`config.mk`:
```
export PLATFORM = sky130hd
export DESIGN_NAME = gpio_pin_control_and_function_mux
export DESIGN_NICKNAME = d
export VERILOG_FILES = /design/src/inc/pin_mux_pkg.sv /design/src/design/gpio_pin_control_and_function_mux.sv /design/src/design/pin_debounce.sv
export SDC_FILE = /design/constraint.sdc
export NUM_CORES = 2
export LEC_CHECK = 0
export BUFFER_PORTS_ARGS = -buffer_cell sky130_fd_sc_hd__buf_2
export CAP_MARGIN = 20
export CORE_AREA = 5 5 483 485
export DETAILED_ROUTE_END_ITERATION = 16
export DIE_AREA = 0 0 488 490
export REMOVE_ABC_BUFFERS = 1
export SETUP_SLACK_MARGIN = 0.2
export SYNTH_ARGS = -nofsm -noshare
export SYNTH_HDL_FRONTEND = slang
export SYNTH_SLANG_ARGS = --single-unit
```
`constraint.sdc`:
```
create_clock -name clk -period 10.9 [get_ports clk]
set_input_delay 3.27 -clock clk [delete_from_list [all_inputs] [get_ports clk]]
set_output_delay 3.27 -clock clk [all_outputs]
set_load 0.02 [all_outputs]
```
`src/inc/pin_mux_pkg.sv`:
```
/*
 * Shared constants and carrier types for the general purpose pin block:
 * function codes, timing counts, per-pin configuration and pad drive.
 * Assumes one 100 MHz clock and pads that resolve oe_n and pulls.
 */
`default_nettype none

package pin_mux_pkg;

    // ------------------------------------------------------------------
    // Sizes
    // ------------------------------------------------------------------
    localparam int PIN_COUNT      = 40;
    localparam int DEDICATED_PINS = 8;
    localparam int LOOP_COUNT     = 3;
    localparam int FN_W           = 9;
    localparam int DB_SEL_W       = 4;
    localparam int DB_CNT_W       = 16;
    localparam int LOOP_DIV_W     = 6;

    // ------------------------------------------------------------------
    // Timing
    // ------------------------------------------------------------------
    localparam int CLK_HZ   = 100_000_000;
    localparam int SLOW_HZ  = 32_000;
    localparam int SLOW_DIV = CLK_HZ / SLOW_HZ;
    localparam int SLOW_W   = $clog2(SLOW_DIV);
    localparam logic [SLOW_W-1:0] SLOW_LAST = SLOW_W'(SLOW_DIV - 1);

    // ------------------------------------------------------------------
    // Function codes
    // ------------------------------------------------------------------
    localparam logic [FN_W-1:0] FN_ALT       = 9'h000;
    localparam logic [FN_W-1:0] FN_GPIO      = 9'h001;
    localparam logic [FN_W-1:0] FN_DSP       = 9'h002;
    localparam logic [FN_W-1:0] FN_IRQ_ONE   = 9'h003;
    localparam logic [FN_W-1:0] FN_IRQ_TWO   = 9'h004;
    localparam logic [FN_W-1:0] FN_LOOP_CLK1 = 9'h010;
    localparam logic [FN_W-1:0] FN_LOOP_CLK2 = 9'h011;
    localparam logic [FN_W-1:0] FN_LOOP_CLK3 = 9'h012;
    localparam logic [FN_W-1:0] FN_LOCK1     = 9'h018;
    localparam logic [FN_W-1:0] FN_LOCK2     = 9'h019;
    localparam logic [FN_W-1:0] FN_LOCK3     = 9'h01A;

    // ------------------------------------------------------------------
    // Reset values
    // ------------------------------------------------------------------
    localparam logic PULL_RESET = 1'b1;
    localparam logic OE_N_RESET = 1'b1;

    // ------------------------------------------------------------------
    // Carriers
    // ------------------------------------------------------------------
    typedef struct packed {
        logic            pin_debounce_enable;
        logic            pin_pullup_enable;
        logic            pin_pulldown_enable;
        logic            pin_direction;
        logic [FN_W-1:0] pin_function_select;
        logic            pin_level;
        logic            pin_polarity_invert;
        logic            pin_drive_type;
    } pin_config_t;

    typedef struct packed {
        logic out;
        logic oe_n;
        logic pull_up;
        logic pull_down;
    } pad_drive_t;

    typedef struct packed {
        logic                  loop_pin_clock_enable;
        logic [LOOP_DIV_W-1:0] loop_pin_clock_divider;
    } loop_clock_cfg_t;

endpackage

`default_nettype wire

```
`src/design/gpio_pin_control_and_function_mux.sv`:
```
/*
 * Per-pin control and function multiplexer for the general purpose pins:
 * input sync and de-bounce, edge interrupt status, request outputs,
 * pulls and keeper, output polarity and drive type, loop clock dividers.
 * Assumes configuration, masks and sources come from logic on clk; only
 * the pad inputs are asynchronous. Pads resolve oe_n, pulls and keeper.
 */
`default_nettype none

module gpio_pin_control_and_function_mux #(
    parameter int PINS      = pin_mux_pkg::PIN_COUNT,
    parameter int DEDICATED = pin_mux_pkg::DEDICATED_PINS
) (
    input  wire logic                            clk,
    input  wire logic                            rstn,
    input  wire logic                            slow_clock_enable,
    input  wire logic [pin_mux_pkg::DB_SEL_W-1:0] debounce_time_select,
    input  wire pin_mux_pkg::pin_config_t [PINS-1:0] pin_config,
    input  wire logic [PINS-1:0]                 pad_in,
    input  wire logic [PINS-1:0]                 alt_out,
    input  wire logic [PINS-1:0]                 alt_oe,
    input  wire logic [PINS-1:0]                 dsp_out,
    input  wire logic [PINS-1:0]                 dsp_direction,
    input  wire logic [PINS-1:0]                 irq_mask_one,
    input  wire logic [PINS-1:0]                 irq_mask_two,
    input  wire logic [PINS-1:0]                 irq_clear,
    input  wire logic [2:0]                      loop_tick,
    input  wire pin_mux_pkg::loop_clock_cfg_t [2:0] loop_clock,
    input  wire logic [2:0]                      loop_lock,
    output pin_mux_pkg::pad_drive_t [PINS-1:0]   pad,
    output logic [PINS-1:0]                      pin_level,
    output logic [PINS-1:0]                      irq_status,
    output logic                                 interrupt_request_one,
    output logic                                 interrupt_request_two
);
    import pin_mux_pkg::*;

    // ------------------------------------------------------------------
    // Elaboration checks
    // ------------------------------------------------------------------
    if (PINS <= DEDICATED) begin : g_bad_pins
        $error("pin count must exceed the dedicated pin count");
    end
    if (LOOP_COUNT != 3) begin : g_bad_loops
        $error("function codes cover exactly three loops");
    end

    // ------------------------------------------------------------------
    // State
    // ------------------------------------------------------------------
    typedef struct packed {
        logic [PINS-1:0]                       sync1;
        logic [PINS-1:0]                       sync2;
        logic [PINS-1:0]                       sync3;
        logic [PINS-1:0]                       clean;
        logic [PINS-1:0]                       last_level;
        logic [PINS-1:0]                       status;
        logic [PINS-1:0]                       level_read;
        pad_drive_t [PINS-1:0]                 pad;
        logic                                  irq_one;
        logic                                  irq_two;
        logic [SLOW_W-1:0]                     slow_count;
        logic                                  slow_tick;
        logic [2:0][LOOP_DIV_W-1:0]            loop_count;
        logic [2:0]                            loop_clk;
    } state_t;

    localparam pad_drive_t PAD_RESET = '{
        out:       1'b0,
        oe_n:      OE_N_RESET,
        pull_up:   PULL_RESET,
        pull_down: PULL_RESET
    };

    state_t          st;
    state_t          next_st;
    logic [PINS-1:0] deb_level;

    // ------------------------------------------------------------------
    // Helpers
    // ------------------------------------------------------------------
    // Codes whose pad behaviour belongs to another block
    function automatic logic fixed_drive(input logic [FN_W-1:0] fn);
        return (fn == FN_ALT) || (fn == FN_DSP);
    endfunction

    // Half period in loop ticks; zero is read as one
    function automatic logic [LOOP_DIV_W-1:0] half_period(
        input logic [LOOP_DIV_W-1:0] div
    );
        return (div == '0) ? LOOP_DIV_W'(1) : div;
    endfunction

    // ------------------------------------------------------------------
    // De-bounce stages
    // ------------------------------------------------------------------
    for (genvar i = 0; i < PINS; i++) begin : g_debounce
        pin_debounce #(
            .SEL_W (DB_SEL_W),
            .CNT_W (DB_CNT_W)
        ) u_debounce (
            .clk         (clk),
            .rstn        (rstn),
            .tick        (st.slow_tick),
            .enable      (pin_config[i].pin_debounce_enable),
            .time_select (debounce_time_select),
            .raw         (st.clean[i]),
            .level       (deb_level[i])
        );
    end

    // ------------------------------------------------------------------
    // Next state
    // ------------------------------------------------------------------
    always_comb begin
        logic                  val;
        logic                  drv;
        logic                  fixed;
        logic [LOOP_DIV_W-1:0] half;
        pin_config_t           c;
        val   = 1'b0;
        drv   = 1'b0;
        fixed = 1'b0;
        half  = '0;
        c     = '0;
        next_st = st;

        // Pad inputs are asynchronous; a change counts once two agree
        next_st.sync1 = pad_in;
        next_st.sync2 = st.sync1;
        next_st.sync3 = st.sync2;
        next_st.clean = (st.sync2 & st.sync3)
                      | (st.clean & (st.sync2 ^ st.sync3));

        // Edge events; a new event wins over a clear in the same cycle
        next_st.last_level = deb_level;
        next_st.status = (st.status & ~irq_clear)
                       | (deb_level ^ st.last_level);
        next_st.irq_one = |(next_st.status & ~irq_mask_one);
        next_st.irq_two = |(next_st.status & ~irq_mask_two);

        // 32 kHz tick; stops when the slow clock is off
        next_st.slow_tick = 1'b0;
        if (!slow_clock_enable) begin
            next_st.slow_count = '0;
        end else if (st.slow_count == SLOW_LAST) begin
            next_st.slow_count = '0;
            next_st.slow_tick  = 1'b1;
        end else begin
            next_st.slow_count = st.slow_count + 1'b1;
        end

        // Loop pin clocks; dividers only shape the pin, never the loop
        for (int k = 0; k < 3; k++) begin
            half = half_period(loop_clock[k].loop_pin_clock_divider);
            if (!loop_clock[k].loop_pin_clock_enable) begin
                next_st.loop_count[k] = '0;
                next_st.loop_clk[k]   = 1'b0;
            end else if (loop_tick[k]) begin
                if (st.loop_count[k] >= half - 1'b1) begin
                    next_st.loop_count[k] = '0;
                    next_st.loop_clk[k]   = ~st.loop_clk[k];
                end else begin
                    next_st.loop_count[k] = st.loop_count[k] + 1'b1;
                end
            end
        end

        // Function multiplexer, one pin at a time
        for (int i = 0; i < PINS; i++) begin
            c     = pin_config[i];
            fixed = fixed_drive(c.pin_function_select);
            drv   = !c.pin_direction;
            unique case (c.pin_function_select)
                FN_ALT: begin
                    // Dedicated pins have no alternative, so they float
                    val = alt_out[i];
                    drv = (i >= DEDICATED) && alt_oe[i];
                end
                FN_GPIO: begin
                    val = c.pin_level;
                end
                FN_DSP: begin
                    val = dsp_out[i];
                    drv = !dsp_direction[i];
                end
                FN_IRQ_ONE: begin
                    val = st.irq_one;
                end
                FN_IRQ_TWO: begin
                    val = st.irq_two;
                end
                FN_LOOP_CLK1: begin
                    val = st.loop_clk[0];
                end
                FN_LOOP_CLK2: begin
                    val = st.loop_clk[1];
                end
                FN_LOOP_CLK3: begin
                    val = st.loop_clk[2];
                end
                FN_LOCK1: begin
                    val = loop_lock[0];
                end
                FN_LOCK2: begin
                    val = loop_lock[1];
                end
                FN_LOCK3: begin
                    val = loop_lock[2];
                end
                default: begin
                    // Sources of other codes live outside; drive low
                    val = 1'b0;
                end
            endcase
            if (!fixed) begin
                val = val ^ c.pin_polarity_invert;
            end
            next_st.pad[i].out = val;
            // Open-drain releases for high so a wired-or line can rise
            next_st.pad[i].oe_n = !(drv && !(!fixed && c.pin_drive_type
                                             && val));
            next_st.pad[i].pull_up   = c.pin_pullup_enable;
            next_st.pad[i].pull_down = c.pin_pulldown_enable;
            // Write-only while driving: reads as zero then
            next_st.level_read[i] = drv ? 1'b0 : deb_level[i];
        end
    end

    // ------------------------------------------------------------------
    // Registers
    // ------------------------------------------------------------------
    always_ff @(posedge clk or negedge rstn) begin
        if (!rstn) begin
            st     <= '0;
            st.pad <= {PINS{PAD_RESET}};
        end else begin
            st <= next_st;
        end
    end

    assign pad                   = st.pad;
    assign pin_level             = st.level_read;
    assign irq_status            = st.status;
    assign interrupt_request_one = st.irq_one;
    assign interrupt_request_two = st.irq_two;

    for (genvar k = 0; k < 3; k++) begin : g_loop_chk

    end

    for (genvar i = 0; i < PINS; i++) begin : g_pin_chk

    end
endmodule // gpio_pin_control_and_function_mux

`default_nettype wire

```
`src/design/pin_debounce.sv`:
```
/*
 * One pin's de-bounce stage, stepped by the shared 32 kHz tick.
 * Assumes raw is already synchronised to clk.
 */
`default_nettype none

module pin_debounce #(
    parameter int SEL_W = pin_mux_pkg::DB_SEL_W,
    parameter int CNT_W = pin_mux_pkg::DB_CNT_W
) (
    input  wire logic             clk,
    input  wire logic             rstn,
    input  wire logic             tick,
    input  wire logic             enable,
    input  wire logic [SEL_W-1:0] time_select,
    input  wire logic             raw,
    output logic                  level
);
    import pin_mux_pkg::*;

    if (CNT_W < (1 << SEL_W)) begin : g_bad_width
        $error("de-bounce counter too narrow for the time select");
    end

    typedef struct packed {
        logic             level;
        logic [CNT_W-1:0] count;
    } db_state_t;

    db_state_t st;
    db_state_t next_st;
    logic [CNT_W-1:0] limit;
    logic [CNT_W-1:0] next_count;

    // Tick phase is unknown, so one tick more than 2**sel is counted
    function automatic logic [CNT_W-1:0] db_limit(input logic [SEL_W-1:0] s);
        return CNT_W'(1) << s;
    endfunction

    assign limit      = db_limit(time_select);
    assign next_count = st.count + 1'b1;

    always_comb begin
        next_st = st;
        if (!enable) begin
            next_st.level = raw;
            next_st.count = '0;
        end else if (raw == st.level) begin
            next_st.count = '0;
        end else if (tick) begin
            if (next_count > limit) begin
                next_st.level = raw;
                next_st.count = '0;
            end else begin
                next_st.count = next_count;
            end
        end
    end

    always_ff @(posedge clk or negedge rstn) begin
        if (!rstn) begin
            st <= '0;
        end else begin
            st <= next_st;
        end
    end

    assign level = st.level;
endmodule // pin_debounce

`default_nettype wire

```
==> results.cfg <==
[outcome]
run_status = completed

[min_path]
hold_depth = 0
hp-class = flip-flop to flip-flop

[timing]
tightest_slew_ps = 1130
finalCriticalPeriod_ps = 7230
max_slew_margin_pct = 23.6
clock_skew_ps = 24.4
whs_ps = 347
hold_violations = 0
finalMaxSlewViolations = 0
finalSetupViolCount = 0
fmax_ghz = 0.138
final.period_utilization_pct = 66.3
setup_tns_ps = 0
rsz0062_at_grt = false

[clocking]
path_clk_slew_ps = 60
clockBufferDepth = 3
cts_tree = done
cts-root-buf = clkbuf_16
holdBufCountCts = 0
cts_buffers = 150
cts_htree_levels = 4
clock_latency_ps = 800
clkSinkCount = 1156
post_cts_buffers = 0
cts-resized-gates = 0

[route]
drt_iter0_markers = 4682
antenna_left = 0
routed-wl-met3_um = 22100
via_count = 68369
wirelength_met1_um = 129000
wl_per_cell_um = 24.4
top_layer_used = met5
dr.pass1.iters = 8
viasPerCell = 5.40
wl_met2_um = 139000
routed_wl_um = 309000
drc = 0

[floorplan]
initial_core_util_pct = 34.1
coreArea_sq_um = 229000
pin_count = 1236
fp-row-count = 176
die_x_um = 488
die_h_um = 490
dieArea_sq_um = 239000

[synthesis]
synth_edf_count = 0
yosysUniqueCellTypes = 99
yosys-top-cells-area = dfrtp_1 33%, ha_1 12%, nand2_1 4.9%
synth.ff_latch_count = 1156
synth_cells = 8372
synthFlopType = dfrtp_1
ys_seq_area_share_pct = 37.3
syn_area_per_cell_sq_um = 9.31
yosysTopAreaCell = dfrtp_1
synth_top_area_share_pct = 33.3
async_flop_share_pct = 100
synth_warnings = 0
syn-cell-area_sq_um = 77900

[global_route]
grt_pass1_vias = 67381
grt_pass1_wl_um = 447000
grt_max_degree = 152
track_usage_pct = 25.0
grt-ovfl-total = 0
antenna_found_initial = 129

[cells_and_area]
final_cell_mix = 1,223 x buf_2, 1,030 x dfrtp_1, 1,019 x nand2_1, 746 x ha_1, 432 x nand3_1
fin_area_sq_um = 91700
layout-drive-gt1-share_pct = 20.0
fin_nets = 11120
mostFrequentLayoutCell = buf_2
fill_cells = 22636
area_growth_pct = 17.7
final_util_pct = 40.1

[power_and_ir_drop]
combPwrFrac_pct = 15.9
p_clk_share_pct = 44.9
peakVddDrop_mv = 0.157
p_sw_share_pct = 29.8
power.share.sequential_pct = 39.2
total_power_mw = 12.0
switchingPower_mw = 3.57
power_density_nw_per_um2 = 131
power.internal_mw = 8.43
power_leakage_nw = 46.5

[worst_setup_path]
cp.buffers_inverters = 2
arrival_ps = 7910
path_cells = buf_2 -> nor2b_1 -> nand3_4 -> buf_4 -> ha_1 -> nand4_1 -> nor4_1 -> a21boi_0 -> o31a_1 -> or3_1 -> o21ai_0 -> mux2_2
slowest_stage = nand3_4
required_ps = 11580
cp_num_cells = 12
rr_worst_depth = 15
startpoint_type = input pin
path_delay_family = simple AND/OR/NAND/NOR gates
crit_path_end_kind = flip-flop
cp_slowest_stage_delay_ps = 850
critical_path_class = input pin to flip-flop
crit_fanout = 28

[placed_design]
io_buffers = 1227
place_area_sq_um = 85900
globalplace.congestion = 0.962
dp_hpwl_um = 236000

[run]
drv_cap = 0
==> through the flow <==
| step | cells | setup slack, ps |
|---|---|---|
| 3_5_place_dp | 12241 | 2900 |
| 6_report | 12662 | 3670 |
| 4_1_cts | 12515 | 3750 |
| 3_3_place_gp | 12239 | 2910 |
| 2_1_floorplan | 7910 | 1870 |
| 5_1_grt | 12635 | 3480 |
==> cell usage after synthesis (14+ instances only) <==
cell type  number
mux2i_1       165
nor4_1         88
nand3b_1       55
nand2b_1      209
buf_2          79
a22o_1        153
mux2_2         76
a21oi_1       409
o211ai_1       33
o22ai_1        70
ha_1          746
xor2_1        344
dfstp_2       120
nor4bb_1       16
nand4_1       211
o31ai_1        36
a21o_1        247
a21boi_0       54
and2_1         85
and4_1         24
o31a_1         25
clkbuf_1      131
o21a_1         17
nor3b_1        74
or3_1          57
nand4b_1       20
nand2_1      1027
or2_2          60
or4_1          28
and3_1        213
a31oi_1        45
buf_4         244
o221ai_1       14
dfrtp_1      1036
nor2_1        335
a221o_1        40
inv_1         285
nor2b_1        98
xnor2_1       318
nor3_1         90
a211oi_1       19
nand3_1       438
o21ai_0       332
==> per-layer routing <==
metal  track usage, %  vias to the layer above
met5                0                        -
met1             31.2                    33410
met2             39.2                     2205
li1                 -                    32103
met3             6.34                      605
met4             14.6                       46
==> logic make-up (layout without fill, tap and decap cells) <==
| logic type | after synthesis | after routing | synth area share [%] |
|---|---|---|---|
| AOI/OAI and AO/OA | 1626 | 1626 | 13.8 |
| buffers and inverters | 748 | 1878 | 4.94 |
| muxes | 248 | 248 | 3.41 |
| other | 0 | 134 | 0 |
| DFF | 1156 | 1156 | 37.3 |
| xor gates and xnor gates | 662 | 662 | 7.44 |
| adders and majority gates | 746 | 746 | 12.0 |
| and+or+nand+nor | 3186 | 3186 | 21.1 |
==> power by group through the flow <==
stage / registers, mW / logic [mW] / clock network (mW)
final: 4.70 / 1.91 / 5.39
after global routing: 4.72 / 2.06 / 5.73
after CTS: 4.71 / 1.92 / 5.57
after detailed placement: 4.78 / 1.91 / 0
after global placement: 4.78 / 1.88 / 0
after floorplan: 4.81 / 0.688 / 0
==> flip-flops by register name (all words and copies together), names as in the netlist <==
name / flops
next_st: 80
interrupt_request_one: 1
pin_level: 40
pad: 160
st: 154
irq_status: 40
interrupt_request_two: 1
g_debounce.u_debounce.level: 40
g_debounce.u_debounce.st: 640
==> path summary, 6_finish.rpt <==
kind                                                 startpoint                                to  slack [ps]
worst max-delay path                    debounce_time_select[0]    g_debounce[4].u_debounce.st[2]        3670
worst min-delay path                               next_st[400]                      next_st[360]         350
worst max register to register  g_debounce[23].u_debounce.st[2]  g_debounce[23].u_debounce.st[13]        6550
worst min register to register                     next_st[400]                      next_st[360]         350
max in group asynchronous                                  rstn             interrupt_request_one        6340
min in group asynchronous                                  rstn                          pad[135]        2500
==> cell type report <==
class / count / area [sq um] / area share (%)
Multi-Input combinational cell: 6468 / 45100 / 49.2
Sequential cell: 1156 / 29100 / 31.7
Timing Repair Buffer: 1318 / 6940 / 7.57
Clock buffer: 211 / 4390 / 4.78
Tap cell: 3026 / 3790 / 4.13
Inverter: 286 / 1080 / 1.17
Clock inverter: 63 / 960 / 1.05
Antenna cell: 134 / 335 / 0.366
No activity file was read; power rests on OpenSTA's default activity.
